$ cat config.mk
export PLATFORM = sky130hd
export DESIGN_NAME = gp_counter_one
export DESIGN_NICKNAME = d
export VERILOG_FILES = /design/src/logic/gpc_pkg.sv /design/src/logic/gp_counter_one.sv
export SDC_FILE = /design/constraint.sdc
export NUM_CORES = 1
export LEC_CHECK = 0
export BUFFER_PORTS_ARGS = -buffer_cell sky130_fd_sc_hd__clkbuf_2
export CORE_AREA = 10 10 184 186
export CTS_BUF_LIST = sky130_fd_sc_hd__clkbuf_8
export DETAILED_ROUTE_END_ITERATION = 8
export DIE_AREA = 0 0 194 196
export GPL_TIMING_DRIVEN = 0
export SKIP_LAST_GASP = 1
export SYNTH_ARGS = -nofsm -noshare
export SYNTH_HDL_FRONTEND = slang
export SYNTH_SLANG_ARGS = --single-unit
$ cat constraint.sdc
create_clock -name i_mclk -period 3.4 [get_ports i_mclk]
set_input_delay 0.17 -clock i_mclk [delete_from_list [all_inputs] [get_ports i_mclk]]
set_output_delay 0.17 -clock i_mclk [all_outputs]
set_load 0.01 [all_outputs]
$ cat src/logic/gpc_pkg.sv
package gpc_pkg;

  // Clock and timebase rates, in kHz
  localparam int MCLK_KHZ    = 50000;
  localparam int TB_FAST_KHZ = 20000;
  localparam int TB_SLOW_KHZ = 100;
  localparam int TB_FREQ_KHZ = 10000;

  // Register bus shape
  localparam int ADDR_W = 8;
  localparam int DATA_W = 32;

  // Register byte offsets
  localparam logic [7:0] OFS_CTRL   = 8'h00;
  localparam logic [7:0] OFS_PINSEL = 8'h04;
  localparam logic [7:0] OFS_LOAD   = 8'h08;
  localparam logic [7:0] OFS_COUNT  = 8'h0C;
  localparam logic [7:0] OFS_LATCH  = 8'h10;
  localparam logic [7:0] OFS_STATUS = 8'h14;
  localparam logic [7:0] OFS_FREQ   = 8'h18;
  localparam logic [7:0] OFS_DIR0   = 8'h1C;

  // Field positions of the loose registers
  localparam int PSEL_CLK_LSB  = 0;
  localparam int PSEL_GATE_LSB = 4;
  localparam int STS_GATE_BIT  = 0;
  localparam int STS_TC_BIT    = 1;
  localparam int DIR0_EXT_BIT  = 0;
  localparam int DIR0_UP_BIT   = 1;

  // What a gate edge does
  typedef enum logic [1:0] {
    GATE_NONE      = 2'b00,
    GATE_STARTSTOP = 2'b01,
    GATE_EVENT     = 2'b10,
    GATE_LATCH     = 2'b11
  } gate_mode_t;

  // Counter control word, bit 0 is clk_ext
  typedef struct packed {
    logic       freq_oe;
    logic       tc_oe;
    logic       gate_oe;
    logic       clk_oe;
    logic       run;
    logic       reload_en;
    logic       dir_sw_up;
    logic       dir_ext_en;
    logic       out_invert;
    logic       out_toggle;
    gate_mode_t gate_mode;
    logic       gate_fall;
    logic       clk_fall;
    logic       tb_slow;
    logic       clk_ext;
  } ctrl_t;

  // Divider control word
  typedef struct packed {
    logic       invert;
    logic       tb_slow;
    logic [3:0] div_m1;
  } freq_t;

  // Reset values
  localparam logic [15:0] CTRL_RST   = 16'h0000;
  localparam logic [5:0]  FREQ_RST   = 6'h00;
  localparam logic [7:0]  PINSEL_RST = 8'h00;
  localparam logic [1:0]  DIR0_RST   = 2'h0;

endpackage

$ cat src/logic/gp_counter_one.sv
`timescale 1ns/1ps
`default_nettype none

// Fractional rate generator: one-cycle tick at OUT_KHZ on average
module rate_gen #(
  parameter int IN_KHZ  = 50000,
  parameter int OUT_KHZ = 20000
) (
  input  wire logic i_mclk,
  input  wire logic i_rstn,
  output logic      o_tick
);
  logic [16:0] acc;
  logic [17:0] sum;
  logic        wrap;

  // Sum checked against the input rate; uneven spacing when not integer
  assign sum  = {1'b0, acc} + 18'(OUT_KHZ);
  assign wrap = sum >= 18'(IN_KHZ);

  always_ff @(posedge i_mclk or negedge i_rstn) begin
    if (!i_rstn) begin
      acc    <= 17'h00000;
      o_tick <= 1'b0;
    end else begin
      acc    <= wrap ? 17'(sum - 18'(IN_KHZ)) : sum[16:0];
      o_tick <= wrap;
    end
  end
endmodule

// Three-flop pin filter; value moves once stages two and three agree
module pin_filter #(
  parameter int W = 1
) (
  input  wire logic         i_mclk,
  input  wire logic         i_rstn,
  input  wire logic [W-1:0] i_pin,
  output logic      [W-1:0] o_level
);
  logic [W-1:0] s1;
  logic [W-1:0] s2;
  logic [W-1:0] s3;

  always_ff @(posedge i_mclk or negedge i_rstn) begin
    if (!i_rstn) begin
      s1      <= '0;
      s2      <= '0;
      s3      <= '0;
      o_level <= '0;
    end else begin
      s1      <= i_pin;
      s2      <= s1;
      s3      <= s2;
      o_level <= (s2 & ~(s2 ^ s3)) | (o_level & (s2 ^ s3));
    end
  end
endmodule

module gp_counter_one
  import gpc_pkg::*;
#(
  parameter int NPIN  = 10,
  parameter int CNT_W = 24
) (
  input  wire logic              i_mclk,
  input  wire logic              i_rstn,
  input  wire logic [ADDR_W-1:0] i_addr,
  input  wire logic [DATA_W-1:0] i_wdata,
  input  wire logic              i_wr,
  input  wire logic              i_rd,
  output logic      [DATA_W-1:0] o_rdata,
  input  wire logic [NPIN-1:0]   i_programmable_function_pin,
  input  wire logic              i_digital_line_seven,
  input  wire logic              i_digital_line_six,
  output logic                   o_counter_one_clock_out,
  output logic                   o_counter_one_clock_oe_n,
  output logic                   o_counter_one_gate_out,
  output logic                   o_counter_one_gate_oe_n,
  output logic                   o_counter_one_terminal_out,
  output logic                   o_counter_one_terminal_oe_n,
  output logic                   o_divided_clock_out,
  output logic                   o_divided_clock_oe_n,
  output logic                   o_gate_request,
  output logic                   o_digital_line_seven_free,
  output logic                   o_counter_zero_count_up
);

  ctrl_t            ctrl;
  freq_t            freq;
  logic [3:0]       clk_sel;
  logic [3:0]       gate_sel;
  logic [1:0]       dir0;
  logic [CNT_W-1:0] load_val;
  logic [CNT_W-1:0] count;
  logic [CNT_W-1:0] latched;
  logic [1:0]       sts;
  logic [NPIN-1:0]  pin_f;
  logic [1:0]       dir_f;
  logic             tick_fast;
  logic             tick_slow;
  logic             tick_freq;
  logic             clk_lvl_q;
  logic             gate_lvl_q;
  logic             gate_pend;
  logic             gate_run;
  logic             tc_pulse;
  logic             tc_tog;
  logic [3:0]       fcnt;
  logic             fpulse;

  // Timebases as enables; no derived clocks anywhere
  rate_gen #(.IN_KHZ(MCLK_KHZ), .OUT_KHZ(TB_FAST_KHZ)) u_tb_fast (
    .i_mclk (i_mclk),
    .i_rstn (i_rstn),
    .o_tick (tick_fast)
  );
  rate_gen #(.IN_KHZ(MCLK_KHZ), .OUT_KHZ(TB_SLOW_KHZ)) u_tb_slow (
    .i_mclk (i_mclk),
    .i_rstn (i_rstn),
    .o_tick (tick_slow)
  );
  rate_gen #(.IN_KHZ(MCLK_KHZ), .OUT_KHZ(TB_FREQ_KHZ)) u_tb_freq (
    .i_mclk (i_mclk),
    .i_rstn (i_rstn),
    .o_tick (tick_freq)
  );

  // Pins come from outside; filtered before any edge logic
  pin_filter #(.W(NPIN)) u_pin_f (
    .i_mclk  (i_mclk),
    .i_rstn  (i_rstn),
    .i_pin   (i_programmable_function_pin),
    .o_level (pin_f)
  );
  pin_filter #(.W(2)) u_dir_f (
    .i_mclk  (i_mclk),
    .i_rstn  (i_rstn),
    .i_pin   ({i_digital_line_six, i_digital_line_seven}),
    .o_level (dir_f)
  );

  // Address decode
  wire wr_ctrl   = i_wr && (i_addr == OFS_CTRL);
  wire wr_pinsel = i_wr && (i_addr == OFS_PINSEL);
  wire wr_load   = i_wr && (i_addr == OFS_LOAD);
  wire wr_status = i_wr && (i_addr == OFS_STATUS);
  wire wr_freq   = i_wr && (i_addr == OFS_FREQ);
  wire wr_dir0   = i_wr && (i_addr == OFS_DIR0);

  // Source selection; a pin number past the last pin reads low
  wire clk_lvl    = (32'(clk_sel) < NPIN) ? pin_f[clk_sel] : 1'b0;
  wire gate_lvl   = (32'(gate_sel) < NPIN) ? pin_f[gate_sel] : 1'b0;
  wire clk_rise   = clk_lvl & ~clk_lvl_q;
  wire clk_fall_e = clk_lvl_q & ~clk_lvl;
  wire ext_edge   = ctrl.clk_fall ? clk_fall_e : clk_rise;
  wire int_tick   = ctrl.tb_slow ? tick_slow : tick_fast;
  wire src_tick   = ctrl.clk_ext ? ext_edge : int_tick;
  wire gate_edge  = ctrl.gate_fall ? (gate_lvl_q & ~gate_lvl)
                                   : (gate_lvl & ~gate_lvl_q);

  // Gate acts only on the active edge after it was seen
  wire gate_act   = src_tick & gate_pend;
  wire dir_up     = ctrl.dir_ext_en ? dir_f[0] : ctrl.dir_sw_up;
  wire gate_flip  = gate_act & (ctrl.gate_mode == GATE_STARTSTOP);
  wire cnt_en     = ctrl.run & ((ctrl.gate_mode != GATE_STARTSTOP) | (gate_run ^ gate_flip));
  wire at_end     = dir_up ? (&count) : (count == '0);
  wire tc         = src_tick & cnt_en & at_end;
  wire ftick      = freq.tb_slow ? tick_slow : tick_freq;

  // Counter next value; a load write wins over counting
  wire [CNT_W-1:0] next_count =
      wr_load                     ? i_wdata[CNT_W-1:0] :
      !(src_tick && cnt_en)       ? count :
      (at_end && ctrl.reload_en)  ? load_val :
      dir_up                      ? count + 1'b1 : count - 1'b1;

  // Sticky flags; a new event beats a same-cycle clear
  wire [1:0] sts_evt  = {tc, gate_act && (ctrl.gate_mode == GATE_EVENT)};
  wire [1:0] sts_clr  = wr_status ? i_wdata[STS_TC_BIT:STS_GATE_BIT] : 2'h0;
  wire [1:0] next_sts = (sts & ~sts_clr) | sts_evt;

  // Read mux; unmapped offsets read zero
  wire [DATA_W-1:0] rd_val =
      (i_addr == OFS_CTRL)   ? {16'h0000, ctrl} :
      (i_addr == OFS_PINSEL) ? {24'h000000, gate_sel, clk_sel} :
      (i_addr == OFS_LOAD)   ? DATA_W'(load_val) :
      (i_addr == OFS_COUNT)  ? DATA_W'(count) :
      (i_addr == OFS_LATCH)  ? DATA_W'(latched) :
      (i_addr == OFS_STATUS) ? {30'h00000000, sts} :
      (i_addr == OFS_FREQ)   ? {26'h0000000, freq} :
      (i_addr == OFS_DIR0)   ? {30'h00000000, dir0} : '0;

  // Output enables straight from control; all off after reset
  assign o_counter_one_clock_oe_n    = ~ctrl.clk_oe;
  assign o_counter_one_gate_oe_n     = ~ctrl.gate_oe;
  assign o_counter_one_terminal_oe_n = ~ctrl.tc_oe;
  assign o_divided_clock_oe_n        = ~ctrl.freq_oe;
  assign o_digital_line_seven_free   = ~ctrl.dir_ext_en;

  // Software registers
  always_ff @(posedge i_mclk or negedge i_rstn) begin
    if (!i_rstn) begin
      ctrl     <= ctrl_t'(CTRL_RST);
      freq     <= freq_t'(FREQ_RST);
      clk_sel  <= PINSEL_RST[PSEL_CLK_LSB +: 4];
      gate_sel <= PINSEL_RST[PSEL_GATE_LSB +: 4];
      dir0     <= DIR0_RST;
      load_val <= '0;
      o_rdata  <= '0;
    end else begin
      if (wr_ctrl) ctrl <= ctrl_t'(i_wdata[15:0]);
      if (wr_freq) freq <= freq_t'(i_wdata[5:0]);
      if (wr_pinsel) begin
        clk_sel  <= i_wdata[PSEL_CLK_LSB +: 4];
        gate_sel <= i_wdata[PSEL_GATE_LSB +: 4];
      end
      if (wr_dir0) dir0 <= i_wdata[DIR0_UP_BIT:DIR0_EXT_BIT];
      if (wr_load) load_val <= i_wdata[CNT_W-1:0];
      o_rdata <= i_rd ? rd_val : '0;
    end
  end

  // Counter, gate actions and flags
  always_ff @(posedge i_mclk or negedge i_rstn) begin
    if (!i_rstn) begin
      count          <= '0;
      latched        <= '0;
      sts            <= 2'h0;
      clk_lvl_q      <= 1'b0;
      gate_lvl_q     <= 1'b0;
      gate_pend      <= 1'b0;
      gate_run       <= 1'b0;
      o_gate_request <= 1'b0;
    end else begin
      count      <= next_count;
      sts        <= next_sts;
      clk_lvl_q  <= clk_lvl;
      gate_lvl_q <= gate_lvl;
      // Edge landing on the tick itself waits one more edge
      gate_pend  <= gate_edge | (gate_pend & ~src_tick);
      if (gate_act && ctrl.gate_mode == GATE_STARTSTOP) gate_run <= ~gate_run;
      if (gate_act && ctrl.gate_mode == GATE_LATCH) latched <= count;
      o_gate_request <= gate_act && (ctrl.gate_mode == GATE_EVENT);
    end
  end

  // Terminal output; state only moves on the active edge
  always_ff @(posedge i_mclk or negedge i_rstn) begin
    if (!i_rstn) begin
      tc_pulse <= 1'b0;
      tc_tog   <= 1'b0;
      o_counter_one_terminal_out <= 1'b0;
    end else begin
      if (src_tick) tc_pulse <= tc;
      if (tc) tc_tog <= ~tc_tog;
      o_counter_one_terminal_out <= (ctrl.out_toggle ? tc_tog : tc_pulse)
                                    ^ ctrl.out_invert;
    end
  end

  // Mirrors of the clock and gate that the counter really uses, plus the count direction for counter zero
  always_ff @(posedge i_mclk or negedge i_rstn) begin
    if (!i_rstn) begin
      o_counter_one_clock_out <= 1'b0;
      o_counter_one_gate_out  <= 1'b0;
      o_counter_zero_count_up <= 1'b0;
    end else begin
      o_counter_one_clock_out <= ctrl.clk_ext ? clk_lvl : int_tick;
      o_counter_one_gate_out  <= gate_lvl;
      o_counter_zero_count_up <= dir0[DIR0_EXT_BIT] ? dir_f[1]
                                                    : dir0[DIR0_UP_BIT];
    end
  end

  // Divider: one input period high every div_m1+1 periods
  always_ff @(posedge i_mclk or negedge i_rstn) begin
    if (!i_rstn) begin
      fcnt   <= 4'h0;
      fpulse <= 1'b0;
      o_divided_clock_out <= 1'b0;
    end else begin
      if (ftick) begin
        fcnt   <= (fcnt == 4'h0) ? freq.div_m1 : fcnt - 4'h1;
        fpulse <= (fcnt == 4'h0);
      end
      o_divided_clock_out <= fpulse ^ freq.invert;
    end
  end
endmodule

`default_nettype wire

==> flow_metrics.py <==
metrics = {
    "sta": {
        "drv_slew": 0,
        "setup_viol": 0,
        "slew_headroom_pct": 44.9,
        "timing.fmax_ghz": 0.304,
        "fin_tns_setup_ps": 0,
        "fin_skew_ps": 19.6,
        "rsz0062_at_grt": "no",
        "worstMarginPinSlew_ps": 820,
        "worst_slack_ps": 113,
        "finalHoldViolations": 0,
        "period_minus_slack_ps": 3290,
        "min_period_over_period_pct": 96.7,
    },
    "yosys": {
        "ys_seq_area_share_pct": 46.3,
        "ys.flop_type": "dfrtp_1",
        "ys_top_cells_by_area": "dfrtp_1 46%, nand2_1 5.2%, mux2_2 5.1%, ha_1 3.3%, xnor2_1 3.2%",
        "async_reset_ff_share_pct": 100,
        "ys_types": 99,
        "synth.largest_area_cell": "dfrtp_1",
        "synth-edff-count": 0,
        "netlist.area_leader.share_pct": 46.3,
        "ys_seq_elements": 238,
        "syn_area_sq_um": 12900,
        "syn_avg_cell_area_sq_um": 10.2,
        "syn-instance-count": 1261,
        "ys_warn_count": 0,
    },
    "route": {
        "routedWlPerCell_um": 18.1,
        "drcViolationCount": 0,
        "dr.pass1.iters": 5,
        "route.vias.total": 10214,
        "viasPerCell": 5.48,
        "ant_nets": 0,
        "drt_wl_total_mm": 33.7,
        "detail_route.iter0.violations": 728,
    },
    "floorplan": {
        "fp.dieH_um": 196,
        "fp.dieArea_sq_um": 38000,
        "pin_count": 99,
        "start_util_pct": 42.5,
        "num_rows": 64,
        "core-area_sq_um": 30300,
        "die_w_um": 194,
    },
    "layout": {
        "nFillCells": 2827,
        "drive_gt1_share_pct": 19.9,
        "antenna_cells_inserted": 0,
        "most-common-layout-cells": "238 x dfrtp_1, 177 x nand2_1, 80 x clkbuf_2, 62 x o21ai_0, 61 x nor2_1",
        "final_common_cell": "dfrtp_1",
        "multi_input_area_sq_um": 6530,
        "syn_to_final_growth_pct": 18.2,
        "seqCellArea_sq_um": 5960,
        "nNetsFinal": 1533,
    },
    "grt": {
        "use_met1_pct": 23.7,
        "top_usage_layer": "met2",
        "use_met2_pct": 28.3,
        "overflow": 0,
        "grt.total_usage_pct": 17.6,
        "grt_pass1_vias": 10187,
        "grt_pass1_wl_mm": 55.9,
        "grtUsageMet3_pct": 3.51,
        "grt_max_degree": 110,
        "antenna_found_initial": 0,
    },
    "worst_setup_path": {
        "crit_fanout": 8,
        "crit_path_start_kind": "flop",
        "crit_buf_inv": 3,
        "regToRegSetupSlack_ps": 110,
        "path_class": "reg2reg",
        "crit_chain": "mux2_4 -> clkinvlp_4 -> buf_4 -> buf_4 -> ha_1 -> and3_1 -> and3_1 -> a22oi_1 -> nand2_2 -> a221oi_2 -> xor2_1 -> o211a_1 -> o21ai_1",
        "worst_ep_required_time_ps": 3830,
        "max_stage_delay_ps": 430,
        "crit_slowest_cell": "dfrtp_1",
        "arrival_ps": 3720,
        "crit_family": "compound AO/OA/AOI/OAI gates",
        "endpoint_kind": "flop",
    },
    "placement": {
        "port_buffers": 81,
        "place_congestion": 0.881,
        "pre_cts_slack_ps": -450,
        "dp_hpwl_mm": 24.3,
    },
    "clock_tree": {
        "cts_htree_levels": 2,
        "cts-buffers-inserted": 43,
        "clockBufferDepth": 3,
        "cts_num_sinks": 238,
        "clkTransAtPathRegs_ps": 60,
        "cts_tree": "yes",
        "cts.root.buffer_cell": "clkbuf_8",
        "clock_latency_ps": 560,
    },
    "run": {
        "maxCapViolations": 0,
    },
    "pwr": {
        "total_power_mw": 7.89,
        "ir_drop_mv": 0.247,
        "p_leak_nw": 6.83,
        "power.density_nw_per_um2": 519,
    },
    "hold_path": {
        "min_path_type": "in2reg",
    },
    "run_status": {
        "status": "complete, no violations",
    },
}
-- path summary, 6_finish.rpt --
kind	start	to	cells after the start
min reg2reg	u_pin_f.s1[0]	u_pin_f.s2[0]	0
max in group asynchronous	i_rstn	load_val[13]	4
min	i_addr[1]	o_rdata[1]	5
max reg2reg	ctrl[8]	count[17]	13
min in group asynchronous	i_rstn	u_tb_freq.acc[16]	2
max	ctrl[8]	count[17]	13
-- area by class of cell --
type | count | area share (%)
tap | 396 | 3.26
multi-input combinational | 931 | 43.0
timing repair inverter | 1 | 0.0494
clock inverter | 20 | 0.872
sequential | 238 | 39.2
inverter | 37 | 0.938
clock buffer | 52 | 4.71
buffer | 62 | 2.09
timing repair buffer | 128 | 5.95
-- tightest hold or removal path, stage by stage --
cell	delay, ps
clkbuf_2	70
or4_1	150
nor2_1	60
o21ai_0	80
a21oi_1	80
-- sequential cells by signal, indices dropped and copies added (netlist names), 4 cells and up, named ones only --
name	flops
clk_sel	4
count	24
ctrl	16
fcnt	4
freq	6
gate_sel	4
latched	24
load_val	24
o_rdata	24
u_pin_f.s1	10
u_pin_f.s2	10
u_pin_f.s3	10
u_tb_fast.acc	13
u_tb_freq.acc	13
u_tb_slow.acc	15
-- per-stage QoR --
step	util, %	hold slack (ps)	instance area (sq um)	instances
5_1_grt	50.2	154	15200	1865
6_report	50.2	110	15200	1865
3_3_place_gp	45.6	279	13800	1745
2_1_floorplan	-	-126	12900	1268
3_5_place_dp	45.8	195	13900	1747
4_1_cts	50.0	69.7	15100	1862
-- per-layer routing --
metal | vias up | part of all wire, %
li1 | 4963 | -
met1 | 4976 | 46
met2 | 238 | 47
met3 | 37 | 5.4
met4 | 0 | 1.6
met5 | - | 0
-- logic make-up (layout without fill, tap and decap cells) --
group | count (synthesis) | after routing | share of synthesized area [%]
multiplexers | 85 | 85 | 8.22
adder cells (fa/ha/maj) | 47 | 47 | 4.39
buffers and inverters | 99 | 300 | 3.55
AO/OA/AOI/OAI | 310 | 310 | 16.8
XOR/XNOR | 75 | 75 | 5.10
AND/OR/NAND/NOR | 406 | 406 | 15.6
flip-flops | 238 | 238 | 46.3
other | 1 | 8 | 0.0291
-- cell usage after synthesis, types with 17 or more instances --
| cell | count |
|---|---|
| dfrtp_1 | 238 |
| ha_1 | 34 |
| a21o_1 | 17 |
| xnor2_1 | 47 |
| buf_2 | 20 |
| o21ai_0 | 65 |
| nor2b_1 | 17 |
| a21oi_1 | 46 |
| nand2_1 | 178 |
| nand3_1 | 22 |
| a22oi_1 | 22 |
| inv_1 | 36 |
| nor2_1 | 61 |
| mux2_2 | 58 |
| xor2_1 | 28 |
| nor3_1 | 21 |
| clkbuf_1 | 26 |
-- report_power, final --
group	internal (mW)	switching, mW	leakage, nW	total, mW
Combinational	0.836	0.999	3.32	1.83
Sequential	3.06	0.342	3.03	3.40
Clock	1.46	1.19	0.473	2.65
Total	5.36	2.53	6.83	7.89
-- repair_timing --
item	CTS	global route
hold buffers	39	0
gates resized for setup	3	14
cloned	1	0
setup endpoints to repair	19	10
setup buffers	3	3
pin swaps	0	2
endpoints found under the hold margin	151	0
Power figures use the tool's default switching activity.
